<file path="src/config_pin_control_defs.vh">
// Constants for the configuration pin control block
// Behaviour
// - Completion pin driven low from power-up through configuration.
// - Completion pin released only after error-free load and wakeup start.
// - A high completion pin level means configuration has finished.
// - Wakeup stalls while the completion pin is held low outside.
// - All modes but JTAG run synchronously to the configuration clock pin.
// - Slave modes take the configuration clock as input and capture with it.
// - Master SPI drives the configuration clock pin as an output.
// - Configuration clock pin is high impedance when no clock is needed.
// - User pull-ups enabled until user mode when pull-up select reads 0, disabled on 1 and in user mode.
// - Master SPI may use the external master clock input instead.
// - Multiplexed pins unused outside their modes and during initialisation.
// - Master SPI x1, x2, x4 drive the flash select low active.
// - Master SPI x8 also drives the second flash select low active.
// - Slave parallel interface enabled only while parallel select is low.
// - Multiplexed pins released to user logic once configuration completes.
// - Completion and clock pins get weak pull-up or float after configuring.
// - Reset pin fall clears configuration; next rise starts a new one.
`ifndef CONFIG_PIN_CONTROL_DEFS_VH
`define CONFIG_PIN_CONTROL_DEFS_VH

// Boot mode encodings
`define MODE_JTAG      3'h0
`define MODE_SPI_X1    3'h1
`define MODE_SPI_X2    3'h2
`define MODE_SPI_X4    3'h3
`define MODE_SPI_X8    3'h4
`define MODE_SLV_SER   3'h5
`define MODE_SLV_PAR   3'h6

// Sequence states
`define ST_INIT        3'h0
`define ST_CLEAR       3'h1
`define ST_LOAD        3'h2
`define ST_WAKE        3'h3
`define ST_USER        3'h4

// Master clock half period in system clock cycles
`define CCLK_HALF      8'h04

`endif

</file>
<file path="src/sync_two_stage.v">
// Two flip-flop synchroniser for pin-level inputs
module sync_two_stage #(
  parameter WIDTH = 1
) (
  // Clock and reset
  input  wire             clk,
  input  wire             sys_rst,
  // Asynchronous inputs and their synchronised copies
  input  wire [WIDTH-1:0] async_in,
  input  wire [WIDTH-1:0] reset_value,
  output reg  [WIDTH-1:0] sync_out
);

  reg [WIDTH-1:0] stage1;

  // First stage is read only by the second stage
  always @(posedge clk) begin
    if (sys_rst) begin
      stage1   <= reset_value;
      sync_out <= reset_value;
    end else begin
      stage1   <= async_in;
      sync_out <= stage1;
    end
  end

endmodule // sync_two_stage

</file>
<file path="src/config_pin_control.v">
// Configuration pin control: completion, clock, selects and pull-ups
`include "config_pin_control_defs.vh"

module config_pin_control #(
  parameter [7:0] CCLK_HALF = `CCLK_HALF
) (
  // Clock and reset
  input  wire       clk,
  input  wire       sys_rst,
  // Boot mode and user choices
  input  wire [2:0] boot_mode,
  input  wire       ext_clk_request,
  input  wire       post_cfg_pullup,
  // Engine status, same clock domain
  input  wire       load_ok,
  input  wire       load_error,
  // Configuration pins, sampled
  input  wire       config_reset_n,
  input  wire       done_in,
  input  wire       cfg_clk_in,
  input  wire       external_master_clock_in,
  input  wire       pullup_select,
  input  wire       parallel_select_n,
  input  wire       read_write_select,
  // Completion pin drive, open drain
  output reg        done_out,
  output reg        done_oe_n,
  output reg        done_pull_en,
  // Configuration clock pin drive
  output reg        cfg_clk_out,
  output reg        cfg_clk_oe_n,
  output reg        cfg_clk_pull_en,
  // Flash selects
  output reg        flash_select_n,
  output reg        flash_select_oe_n,
  output reg        second_flash_select_n,
  output reg        second_flash_select_oe_n,
  // Pin policy
  output reg        user_pullup_en,
  output reg        mux_pins_released,
  output reg        ext_clk_select,
  // Engine timing and control
  output reg        cfg_clk_tick,
  output reg        parallel_if_en,
  output reg        parallel_read,
  output reg        config_clear,
  output reg        config_start,
  // Status
  output reg        wakeup_stall,
  output reg        config_complete,
  output reg        config_fail,
  output reg [2:0]  phase
);

  localparam [2:0] ST_INIT  = `ST_INIT;
  localparam [2:0] ST_CLEAR = `ST_CLEAR;
  localparam [2:0] ST_LOAD  = `ST_LOAD;
  localparam [2:0] ST_WAKE  = `ST_WAKE;
  localparam [2:0] ST_USER  = `ST_USER;

  function is_master;
    input [2:0] m;
    begin
      is_master = (m == `MODE_SPI_X1) || (m == `MODE_SPI_X2) ||
                  (m == `MODE_SPI_X4) || (m == `MODE_SPI_X8);
    end
  endfunction

  function is_slave;
    input [2:0] m;
    begin
      is_slave = (m == `MODE_SLV_SER) || (m == `MODE_SLV_PAR);
    end
  endfunction

  // Synchronised pins
  wire [6:0] pins_sync;
  reg  [6:0] pins_last;

  sync_two_stage #(
    .WIDTH       (7)
  ) u_sync (
    .clk         (clk),
    .sys_rst     (sys_rst),
    .async_in    ({config_reset_n, done_in, cfg_clk_in,
                   external_master_clock_in, pullup_select,
                   parallel_select_n, read_write_select}),
    .reset_value (7'h7f),
    .sync_out    (pins_sync)
  );

  wire rst_pin  = pins_sync[6];
  wire done_s   = pins_sync[5];
  wire cclk_s   = pins_sync[4];
  wire eclk_s   = pins_sync[3];
  wire pull_s   = pins_sync[2];
  wire psel_n_s = pins_sync[1];
  wire rw_s     = pins_sync[0];

  wire rst_fall  = pins_last[6] & ~rst_pin;
  wire rst_rise  = ~pins_last[6] & rst_pin;
  wire cclk_rise = ~pins_last[4] & cclk_s;
  wire eclk_rise = ~pins_last[3] & eclk_s;

  reg  [2:0] state;
  reg  [2:0] next_state;
  reg  [7:0] div_count;
  reg        div_clk;
  reg        load_failed;
  wire       master    = is_master(boot_mode);
  wire       slave     = is_slave(boot_mode);
  wire       loading   = (state == ST_LOAD);
  wire       in_user   = (state == ST_USER);
  wire       use_ext   = master & ext_clk_request & ~in_user;
  wire       div_rise  = loading & master & ~use_ext &
                         (div_count == CCLK_HALF - 8'h01) & ~div_clk;

  // Edge history of synchronised pins
  always @(posedge clk) begin
    if (sys_rst) begin
      pins_last <= 7'h7f;
    end else begin
      pins_last <= pins_sync;
    end
  end

  // Sequence
  always @* begin
    next_state = state;
    case (state)
      ST_INIT: begin
        next_state = ST_LOAD;
      end
      ST_CLEAR: begin
        if (rst_rise) begin
          next_state = ST_LOAD;
        end
      end
      ST_LOAD: begin
        // A load that saw an error never reaches wakeup
        if (load_ok & ~load_error & ~load_failed) begin
          next_state = ST_WAKE;
        end
      end
      ST_WAKE: begin
        if (done_s) begin
          next_state = ST_USER;
        end
      end
      ST_USER: begin
        next_state = ST_USER;
      end
      default: begin
        next_state = ST_INIT;
      end
    endcase
    // Reset pin fall wins over every other move
    if (rst_fall) begin
      next_state = ST_CLEAR;
    end
  end

  always @(posedge clk) begin
    if (sys_rst) begin
      state <= ST_INIT;
    end else begin
      state <= next_state;
    end
  end

  // Error tracking for the current load
  always @(posedge clk) begin
    if (sys_rst) begin
      load_failed <= 1'b0;
    end else if (state != ST_LOAD) begin
      load_failed <= 1'b0;
    end else if (load_error) begin
      load_failed <= 1'b1;
    end
  end

  // Internal master clock divider
  always @(posedge clk) begin
    if (sys_rst) begin
      div_count <= 8'h00;
      div_clk   <= 1'b0;
    end else if (!(loading & master & ~use_ext)) begin
      div_count <= 8'h00;
      div_clk   <= 1'b0;
    end else if (div_count == CCLK_HALF - 8'h01) begin
      div_count <= 8'h00;
      div_clk   <= ~div_clk;
    end else begin
      div_count <= div_count + 8'h01;
    end
  end

  // Completion pin
  always @(posedge clk) begin
    if (sys_rst) begin
      done_out     <= 1'b0;
      done_oe_n    <= 1'b0;
      done_pull_en <= 1'b1;
    end else begin
      done_out  <= 1'b0;
      // Driven low until wakeup begins
      done_oe_n <= (next_state == ST_WAKE) ||
                   (next_state == ST_USER);
      // Pull-up kept while configuring, user choice afterwards
      if (next_state == ST_USER) begin
        done_pull_en <= post_cfg_pullup;
      end else begin
        done_pull_en <= 1'b1;
      end
    end
  end

  // Configuration clock pin
  always @(posedge clk) begin
    if (sys_rst) begin
      cfg_clk_out     <= 1'b1;
      cfg_clk_oe_n    <= 1'b1;
      cfg_clk_pull_en <= 1'b1;
    end else begin
      // Master with external source also feeds the flash from the pin
      if (use_ext) begin
        cfg_clk_out <= eclk_s;
      end else begin
        cfg_clk_out <= div_clk;
      end
      // Output only in master modes while loading; else input or hi-z
      cfg_clk_oe_n <= ~(loading & master);
      if (in_user) begin
        cfg_clk_pull_en <= post_cfg_pullup;
      end else begin
        cfg_clk_pull_en <= 1'b0;
      end
    end
  end

  // Engine clock tick; JTAG gets none
  always @(posedge clk) begin
    if (sys_rst) begin
      cfg_clk_tick   <= 1'b0;
      ext_clk_select <= 1'b0;
    end else begin
      ext_clk_select <= use_ext;
      if (!loading) begin
        cfg_clk_tick <= 1'b0;
      end else if (master) begin
        cfg_clk_tick <= use_ext ? eclk_rise : div_rise;
      end else if (boot_mode == `MODE_SLV_PAR) begin
        cfg_clk_tick <= cclk_rise & ~psel_n_s;
      end else if (slave) begin
        cfg_clk_tick <= cclk_rise;
      end else begin
        cfg_clk_tick <= 1'b0;
      end
    end
  end

  // Flash selects; high impedance outside master load
  always @(posedge clk) begin
    if (sys_rst) begin
      flash_select_n           <= 1'b1;
      flash_select_oe_n        <= 1'b1;
      second_flash_select_n    <= 1'b1;
      second_flash_select_oe_n <= 1'b1;
    end else begin
      flash_select_n    <= ~(loading & master);
      flash_select_oe_n <= ~(loading & master);
      second_flash_select_n <=
        ~(loading & (boot_mode == `MODE_SPI_X8));
      second_flash_select_oe_n <=
        ~(loading & (boot_mode == `MODE_SPI_X8));
    end
  end

  // Slave parallel interface
  always @(posedge clk) begin
    if (sys_rst) begin
      parallel_if_en <= 1'b0;
      parallel_read  <= 1'b0;
    end else begin
      // Select may come from host or from an upstream chain device
      parallel_if_en <= loading & (boot_mode == `MODE_SLV_PAR) &
                        ~psel_n_s;
      // Direction latched only while deselected
      if (psel_n_s) begin
        parallel_read <= rw_s;
      end
    end
  end

  // Pull-up policy and pin release
  always @(posedge clk) begin
    if (sys_rst) begin
      user_pullup_en    <= 1'b0;
      mux_pins_released <= 1'b0;
    end else begin
      // Policy holds until user mode; strap is read through the synchroniser
      if (!in_user) begin
        user_pullup_en <= ~pull_s;
      end else begin
        user_pullup_en <= 1'b0;
      end
      mux_pins_released <= (next_state == ST_USER);
    end
  end

  // Pulses and status
  always @(posedge clk) begin
    if (sys_rst) begin
      config_clear    <= 1'b0;
      config_start    <= 1'b0;
      wakeup_stall    <= 1'b0;
      config_complete <= 1'b0;
      config_fail     <= 1'b0;
      phase           <= ST_INIT;
    end else begin
      config_clear    <= rst_fall;
      config_start    <= (state == ST_CLEAR) & rst_rise;
      wakeup_stall    <= (state == ST_WAKE) & ~done_s;
      config_complete <= (next_state == ST_USER);
      config_fail     <= loading & (load_failed | load_error);
      phase           <= next_state;
    end
  end

endmodule // config_pin_control

</file>
<file path="config.mk">
export PLATFORM = sky130hd
export DESIGN_NAME = config_pin_control
export DESIGN_NICKNAME = d
export VERILOG_FILES = /design/src/sync_two_stage.v /design/src/config_pin_control.v
export VERILOG_INCLUDE_DIRS = /design/src
export SDC_FILE = /design/constraint.sdc
export NUM_CORES = 1
export LEC_CHECK = 0
export BUFFER_PORTS_ARGS = -buffer_cell sky130_fd_sc_hd__buf_2
export CAP_MARGIN = 15
export CORE_UTILIZATION = 30
export CTS_CLUSTER_SIZE = 8
export DETAILED_ROUTE_END_ITERATION = 8
export MAX_ROUTING_LAYER = met4
export PLACE_DENSITY_LB_ADDON = 0.3
export SLEW_MARGIN = 20
export SYNTH_ARGS = -nofsm -noshare
export SYNTH_HDL_FRONTEND = slang
export SYNTH_SLANG_ARGS = --single-unit
</file>
<file path="constraint.sdc">
create_clock -name clk -period 2.85 [get_ports clk]
set_input_delay 0.1425 -clock clk [delete_from_list [all_inputs] [get_ports clk]]
set_output_delay 0.1425 -clock clk [all_outputs]
set_load 0.1 [all_outputs]
</file>
# After elaboration in Yosys (flattened, before gate mapping)

Cells that the tools add are included.

Register bits: 50
Input port bits: 16
Output and inout bits: 24
Word-level logic and storage cells: 98

Add/sub/neg operators: 1
Eq/ne operators: 14
Mux-type cells: 11
Bitwise logic cells: 37
Reductions and logical operators: 12

Operator list:

| cell                                                  | count |
|---|---|
| AND 1 bit                                             | 19 |
| inverter 1 bit                                        | 17 |
| equality test 3 x 2 -> 1 bit, second input constant   | 5 |
| equality test 3 bit, second input constant            | 5 |
| one-hot mux 3 bit (5 select lines)                    | 1 |
| two-way mux 3 bit                                     | 4 |
| OR reduction 2 bit                                    | 5 |
| adder 8 x 1 -> 8 bit, second input constant           | 1 |
| equality test 8 x 2 -> 1 bit, second input constant   | 1 |
| equality test 3 x 1 -> 1 bit, second input constant   | 2 |
| two-way mux 1 bit                                     | 6 |
| logical OR 1 bit                                      | 5 |
| zero test 3 bit                                       | 1 |
| inequality test 3 x 2 -> 1 bit, second input constant | 1 |
| OR reduction 3 bit                                    | 1 |
| bitwise OR 1 bit                                      | 1 |

# Logic depth before layout (Yosys ltp)

Gate-level depths: netlist (run 1).

Depth after elaboration: 12
Gate-level depth with buffers: 5
Depth with buffers taken out: 5

# Hierarchy

Synthesis (run 1) repeated with hierarchy kept, for this count alone.

Cell total of the unflattened synthesis: 156
Area, all modules: 1690.4 um^2

Modules (own cells, without submodules):

| module             | times used | cells each | area an instance (um^2) | sequential area each (um^2) |
|---|---|---|---|---|
| config_pin_control | 1          | 127        | 1241.2                  | 640.6 |
| sync_two_stage     | 1          | 29         | 449.2                   | 280.3 |

# Least setup slack after synthesis (run 1)

Ideal clock, no wire load.

Path type: register to register
Start point: register phase[1] (netlist name)
End point: register cfg_clk_tick
Data arrival time: 2.100 ns
Path slack: 0.682 ns
Stages on the path, launching flop included: 5
Period minus slack after synthesis: 2.168 ns
Cells stage by stage: dfxtp_1 nor4b_4 nand2_2 or4b_4 o21ai_2

RTL lines:

| item                 | RTL line                 | RTL |
|---|---|---|
| end signal, assigned | config_pin_control.v:251 | `cfg_clk_tick <= use_ext ? eclk_rise : div_rise;` |
| end signal, assigned | config_pin_control.v:253 | `cfg_clk_tick <= cclk_rise & ~psel_n_s;` |
| end signal, assigned | config_pin_control.v:255 | `cfg_clk_tick <= cclk_rise;` |
| end, declared        | config_pin_control.v:43  | `output reg cfg_clk_tick,` |

==> results_dict.tcl, run 1 <==
set metrics [dict create \
    grt-ovfl-total 0 \
    io_pins 40 \
    vias 1120 \
    grt_max_degree 30 \
    layout_common_cells "46 x dfxtp_1, 38 x buf_2, 17 x or2_2" \
    min_path_cells 2 \
    root_buffer "clkbuf_8" \
    core-area_um2 5140 \
    worst-r2r-setup-slack_ns 1.24 \
    ys_async_sr_fraction_pct 0 \
    final_common_cell "dfxtp_1" \
    startpoint_type "register" \
    htreeDepth 2 \
    cts_resized 0 \
    clkPwrFrac_pct 32.0 \
    initial_core_util_pct 31.40 \
    rsz0062_at_grt "false" \
    postSynthAreaPerCell_um2 10.48 \
    antenna_found_initial 0 \
    hold_class "in2reg" \
    ys.flop_type "dfxtp_1" \
    drv_cap 0 \
    antenna_left 0 \
    postRouteWirelength_um 2678 \
    io_buffers 38 \
    synth_edf_count 0 \
    clock_sink_count 46 \
    tns_ns 0 \
    critPathRequiredTime_ns 3.08 \
    grt_pass1_vias 920 \
    reg2reg_depth 4 \
    hold_path_startpoint "config_reset_n" \
    cts_buffers 5 \
    fin_nets 208 \
    vdd_drop_max_uv 298.4 \
    dr.pass1.iters 4 \
    num_antenna_cells 0 \
    postCtsHoldBufs 0 \
    synthesis.nets 171 \
    end_kind "register" \
    p_int_uw 883.3 \
    clk_path_buf_depth 2 \
    drt-initial-drc-count 58 \
    fin_total_pwr_mw 1.269 \
    synthCells 154 \
    worstHoldEndpoint "u_sync.stage1[6]" \
    switching_share_pct 30.39 \
    net-switching-power_uw 385.6 \
    die-area_um2 5678 \
    area_delta_synth_final_pct 20.00 \
    tritoncts "done" \
    gp_congestion 0.8040 \
    hold_violations 0 \
    ys_ff_latch 46 \
    max_freq_ghz 0.6210 \
    clk_pin_slew_ns 0.10 \
    whs_ns 0.01597 \
    pre_cts_slack_ns 1.271 \
    skew_ns 0.009312 \
    drive_gt1_share_pct 36.46 \
    fin_crit_ns 1.610 \
    outcome "completed" \
    die_y_um 75.35 \
    p_seq_share_pct 53.5 \
    r2r_end "cfg_clk_tick" \
    insertion_delay_ns 0.30 \
    yosysWarnings 0 \
    gr-usage-all-layers_pct 10.76 \
    fp.dieW_um 75.35 \
    combPwrFrac_pct 14.5 \
    power_density_nw_per_um2 655.1 \
    vias_per_cell 4.275 \
    worstReg2RegStart "phase[1]" \
    power_leakage_nw 0.8266 \
    rows 26 \
    drc 0 \
    wl_per_cell_um 10.22 \
    grt_pass1_wl_um 4312 \
    cts_setup_buffers 0 \
    synth.cell_area_um2 1614 \
    cp.arrival_ns 1.84 \
    critPathMaxFanout 10 \
    dpl.hpwl_um 1917 \
    setup_ws_ns 1.240 \
    finalCritPeriodShare_pct 56.50 \
    ys_seq_area_share_pct 57.05 \
    crit_type "reg2reg" \
    yosysUniqueCellTypes 41 \
    drv_slew 0 \
    setup_viol_count_final 0 \
]
-- worst max-delay path, stage by stage (launching register included) --
cell,delay [ns]
dfxtp_1,0.48
nor4b_4,0.37
nand2_2,0.11
or4b_4,0.52
o21ai_2,0.06
-- Yosys cell counts (2+ instances only) --
library cell  count  area share [%]
nor2_1           14             3.3
inv_1             5             1.2
nor3b_1           5             2.3
xor2_1            6             3.3
clkbuf_1          3            0.70
nand2_1           4            0.93
o21ai_0           3            0.93
nand2b_1          2            0.78
and3_1            2            0.78
nand3_1           7             2.2
nor3_1            7             2.2
o21a_1            2            0.93
dfxtp_1          46              57
buf_4             5             2.3
or2_2            17             6.6
-- cell families (layout without fill, tap and decap cells) --
kind of cell	after synthesis	after routing	share of synthesized area, %
buf+inv	13	51	4.186
simple gates	72	72	27.52
mux	1	1	0.6202
compound gates	13	13	5.814
fa+ha+maj	1	1	0.7751
xor+xnor	7	7	3.799
other cells	1	1	0.2323
flops	46	46	57.05
-- per-stage QoR --
step,cells,util [%],area [um^2]
5_1_grt,262,37.68,1937
3_3_place_gp,254,35.86,1843
6_report,262,37.68,1937
3_5_place_dp,254,35.86,1843
2_1_floorplan,154,-,1614
4_1_cts,262,37.68,1937
-- how the worst max path moves through the flow --
stage | from | to | cells after the start
after floorplan | phase[1] | cfg_clk_tick | 4
final | phase[1] | cfg_clk_tick | 4
after global placement | phase[2] | done_oe_n | 4
after CTS | phase[1] | cfg_clk_tick | 4
after global routing | phase[1] | div_count[6] | 4
after detailed placement | phase[1] | cfg_clk_tick | 4
-- sequential cells by signal, indices dropped and copies added (netlist names), 3 cells and up --
register	count
u_sync.stage1	7
phase	3
u_sync.sync_out	7
div_count	8
pins_last	3
-- power groups by stage --
stage	registers, mW	logic [mW]	clock network (mW)
finish	0.679	0.184	0.406
global route	0.683	0.195	0.451
CTS	0.679	0.185	0.421
detailed placement	0.694	0.184	0
global placement	0.694	0.184	0
floorplan	0.777	0.0704	0
-- routing by layer --
layer  GRT usage [%]  vias up  wire length (um)
met5               -        -                 0
met4           5.556        0                40
met3           3.836        5               168
met2           14.78       30              1184
met1           13.80      498              1284
li1                -      587                 -
-- cell type report --
| type | instances | area [um^2] |
|---|---|---|
| clock inverter | 3 | 25.02 |
| multi-input combinational | 95 | 625.6 |
| timing repair buffer | 38 | 190.2 |
| clock buffer | 5 | 68.82 |
| inverter | 5 | 18.77 |
| tap | 70 | 87.58 |
| fill | 565 | 3203 |
| sequential | 46 | 920.9 |
No activity file was read; power rests on OpenSTA's default activity.
==> run 2: changes to the inputs <==
==> constraint.sdc (replaced) <==
create_clock -name clk -period 1.6 [get_ports clk]
set_input_delay 0.08 -clock clk [delete_from_list [all_inputs] [get_ports clk]]
set_output_delay 0.08 -clock clk [all_outputs]
set_load 0.1 [all_outputs]
==> run 2 against run 1 <==
  * Hold slack got worse by 0.0033 ns
  * Sequential power is 78% higher
  * Setup slack got worse by 1.1 ns
  * Non-clock buffer count grew 11
  * Global-route usage rose by 0.33 points
  * Fmax grew 6.8%
  * Clock skew down 0.0032 ns
  * Clock power is 68% higher
  * Critical path depth did not move
  * Critical path type unchanged
  * Largest power group unchanged
  * Highest routed layer unchanged
==> results_dict.tcl, run 2 (same netlist as run 1, synthesis figures left out) <==
set metrics [dict create \
    outcome "completed" \
    multi_input_area_um2 625.6 \
    root_buffer "clkbuf_8" \
    clk_path_buf_depth 2 \
    clk_pin_slew_ns 0.08 \
    gr-usage-all-layers_pct 11.09 \
    cp.arrival_ns 1.74 \
    cts_buffers 5 \
    dpl.hpwl_um 1908 \
    clock_sink_count 46 \
    vias_per_cell 4.161 \
    regArea_um2 929.6 \
    antenna_left 0 \
    io_buffers 38 \
    die_y_um 75.35 \
    critPathRequiredTime_ns 1.83 \
    skew_ns 0.006092 \
    cts_resized 0 \
    io_pins 40 \
    grt_max_degree 29 \
    rows 26 \
    num_antenna_cells 0 \
    insertion_delay_ns 0.29 \
    postRouteWirelength_um 2672 \
    htreeDepth 2 \
    regMostFlops "div_count" \
    cts_setup_buffers 0 \
    tns_ns 0 \
    dr.pass1.iters 4 \
    antenna_found_initial 0 \
    vdd_drop_max_uv 517.0 \
    finalCritPeriodShare_pct 94.27 \
    max_freq_ghz 0.6630 \
    setup_viol_count_final 0 \
    wl_per_cell_um 9.788 \
    layout_common_cells "43 x dfxtp_1, 38 x buf_2, 17 x or2_2" \
    initial_core_util_pct 31.40 \
    biggestRegsByFlops "div_count x8, u_sync.stage1 x7, u_sync.sync_out x7" \
    largest_register_ffs 8 \
    hold_class "in2reg" \
    crit_type "reg2reg" \
    core-area_um2 5140 \
    slowest_delay_ns 0.52 \
    gp_congestion 0.7813 \
    critPathTopFamily "simple AND/OR/NAND/NOR gates" \
    drv_cap 0 \
    fin_cells 273 \
    grt-ovfl-total 0 \
    fp.dieW_um 75.35 \
    area_delta_synth_final_pct 26.51 \
    tritoncts "done" \
    drc 0 \
    power_density_nw_per_um2 1095 \
    slowest_stage "or4b_4" \
    final_common_cell "dfxtp_1" \
    grt_pass1_vias 1008 \
    utilization_pct 39.73 \
    drv_slew 0 \
    die-area_um2 5678 \
    drive_gt1_share_pct 37.44 \
    grt_pass1_wl_um 4443 \
    rsz0062_at_grt "false" \
    fin_nets 219 \
    placed_cells 257 \
    fillCellCount 554 \
    critPathBufInv 0 \
    end_kind "register" \
    critPathMaxFanout 8 \
    cp_cell_sequence "nor4b_4, nand2_2, or4b_4, o21ai_2" \
    fin_crit_ns 1.508 \
    startpoint_type "register" \
    vias 1136 \
    hold_violations 0 \
    drt-initial-drc-count 39 \
    power_leakage_nw 0.8809 \
]
## run 2: changes by cell type in the layout (fill, tap and decap cells not counted)
cell	previous run	this run
buf_4	0	3
clkinv_4	1	0
clkinv_2	0	2
clkinvlp_4	1	0
dlygate4sd3_1	0	8
dfxtp_1	46	43
dfxtp_2	0	1
dfxtp_4	0	2
## run 2: per-layer routing
| metal | GRT usage, % | vias up | wire length [um] |
|---|---|---|---|
| met5 | - | - | 0 |
| met4 | 3.704 | 0 | 19 |
| met3 | 5.291 | 2 | 134 |
| met2 | 16.47 | 19 | 1278 |
| met1 | 13.20 | 508 | 1240 |
| li1 | - | 607 | - |
## run 2: power by group
group / internal [mW] / total, mW / switching [mW]
Sequential: 1.18 / 1.21 / 0.0242
Clock: 0.307 / 0.682 / 0.375
Combinational: 0.0877 / 0.345 / 0.257
## run 2: timing repair
item / in CTS / in global routing
hold buffers: 8 / 0
hold endpoints to repair: 9 / 0
setup endpoints to repair: 0 / 1
## run 2: area by class of cell
type,count,area share [%]
well taps,70,4.289
flip-flops and latches,46,45.53
inverters,5,0.9191
clock inverters,3,0.9191
clock buffers,5,3.370
multi-input cells,95,30.64
repair buffers,49,14.34
## run 2: worst paths after layout
path              slack [ns]        endpoint  cells past startpoint                from
hold reg to reg         0.39  user_pullup_en                      1  u_sync.sync_out[2]
setup reg to reg        0.09    cfg_clk_tick                      4            phase[0]
hold / removal          0.01  parallel_if_en                      2        boot_mode[0]
setup / recovery        0.09    cfg_clk_tick                      4            phase[0]
## run 2: metrics by stage
| stage | hold slack, ns | power (mW) | setup slack [ns] | area (um^2) |
|---|---|---|---|---|
| 2_1_floorplan | 0.1568 | 1.509 | -0.01406 | 1623 |
| 3_3_place_gp | 0.2617 | 1.567 | 0.1285 | 1874 |
| 3_5_place_dp | 0.2636 | 1.567 | 0.1023 | 1874 |
| 4_1_cts | 0.002836 | 2.278 | 0.07051 | 2042 |
| 5_1_grt | 0.0006699 | 2.367 | 0.005464 | 2042 |
| 6_report | 0.01266 | 2.236 | 0.09173 | 2042 |
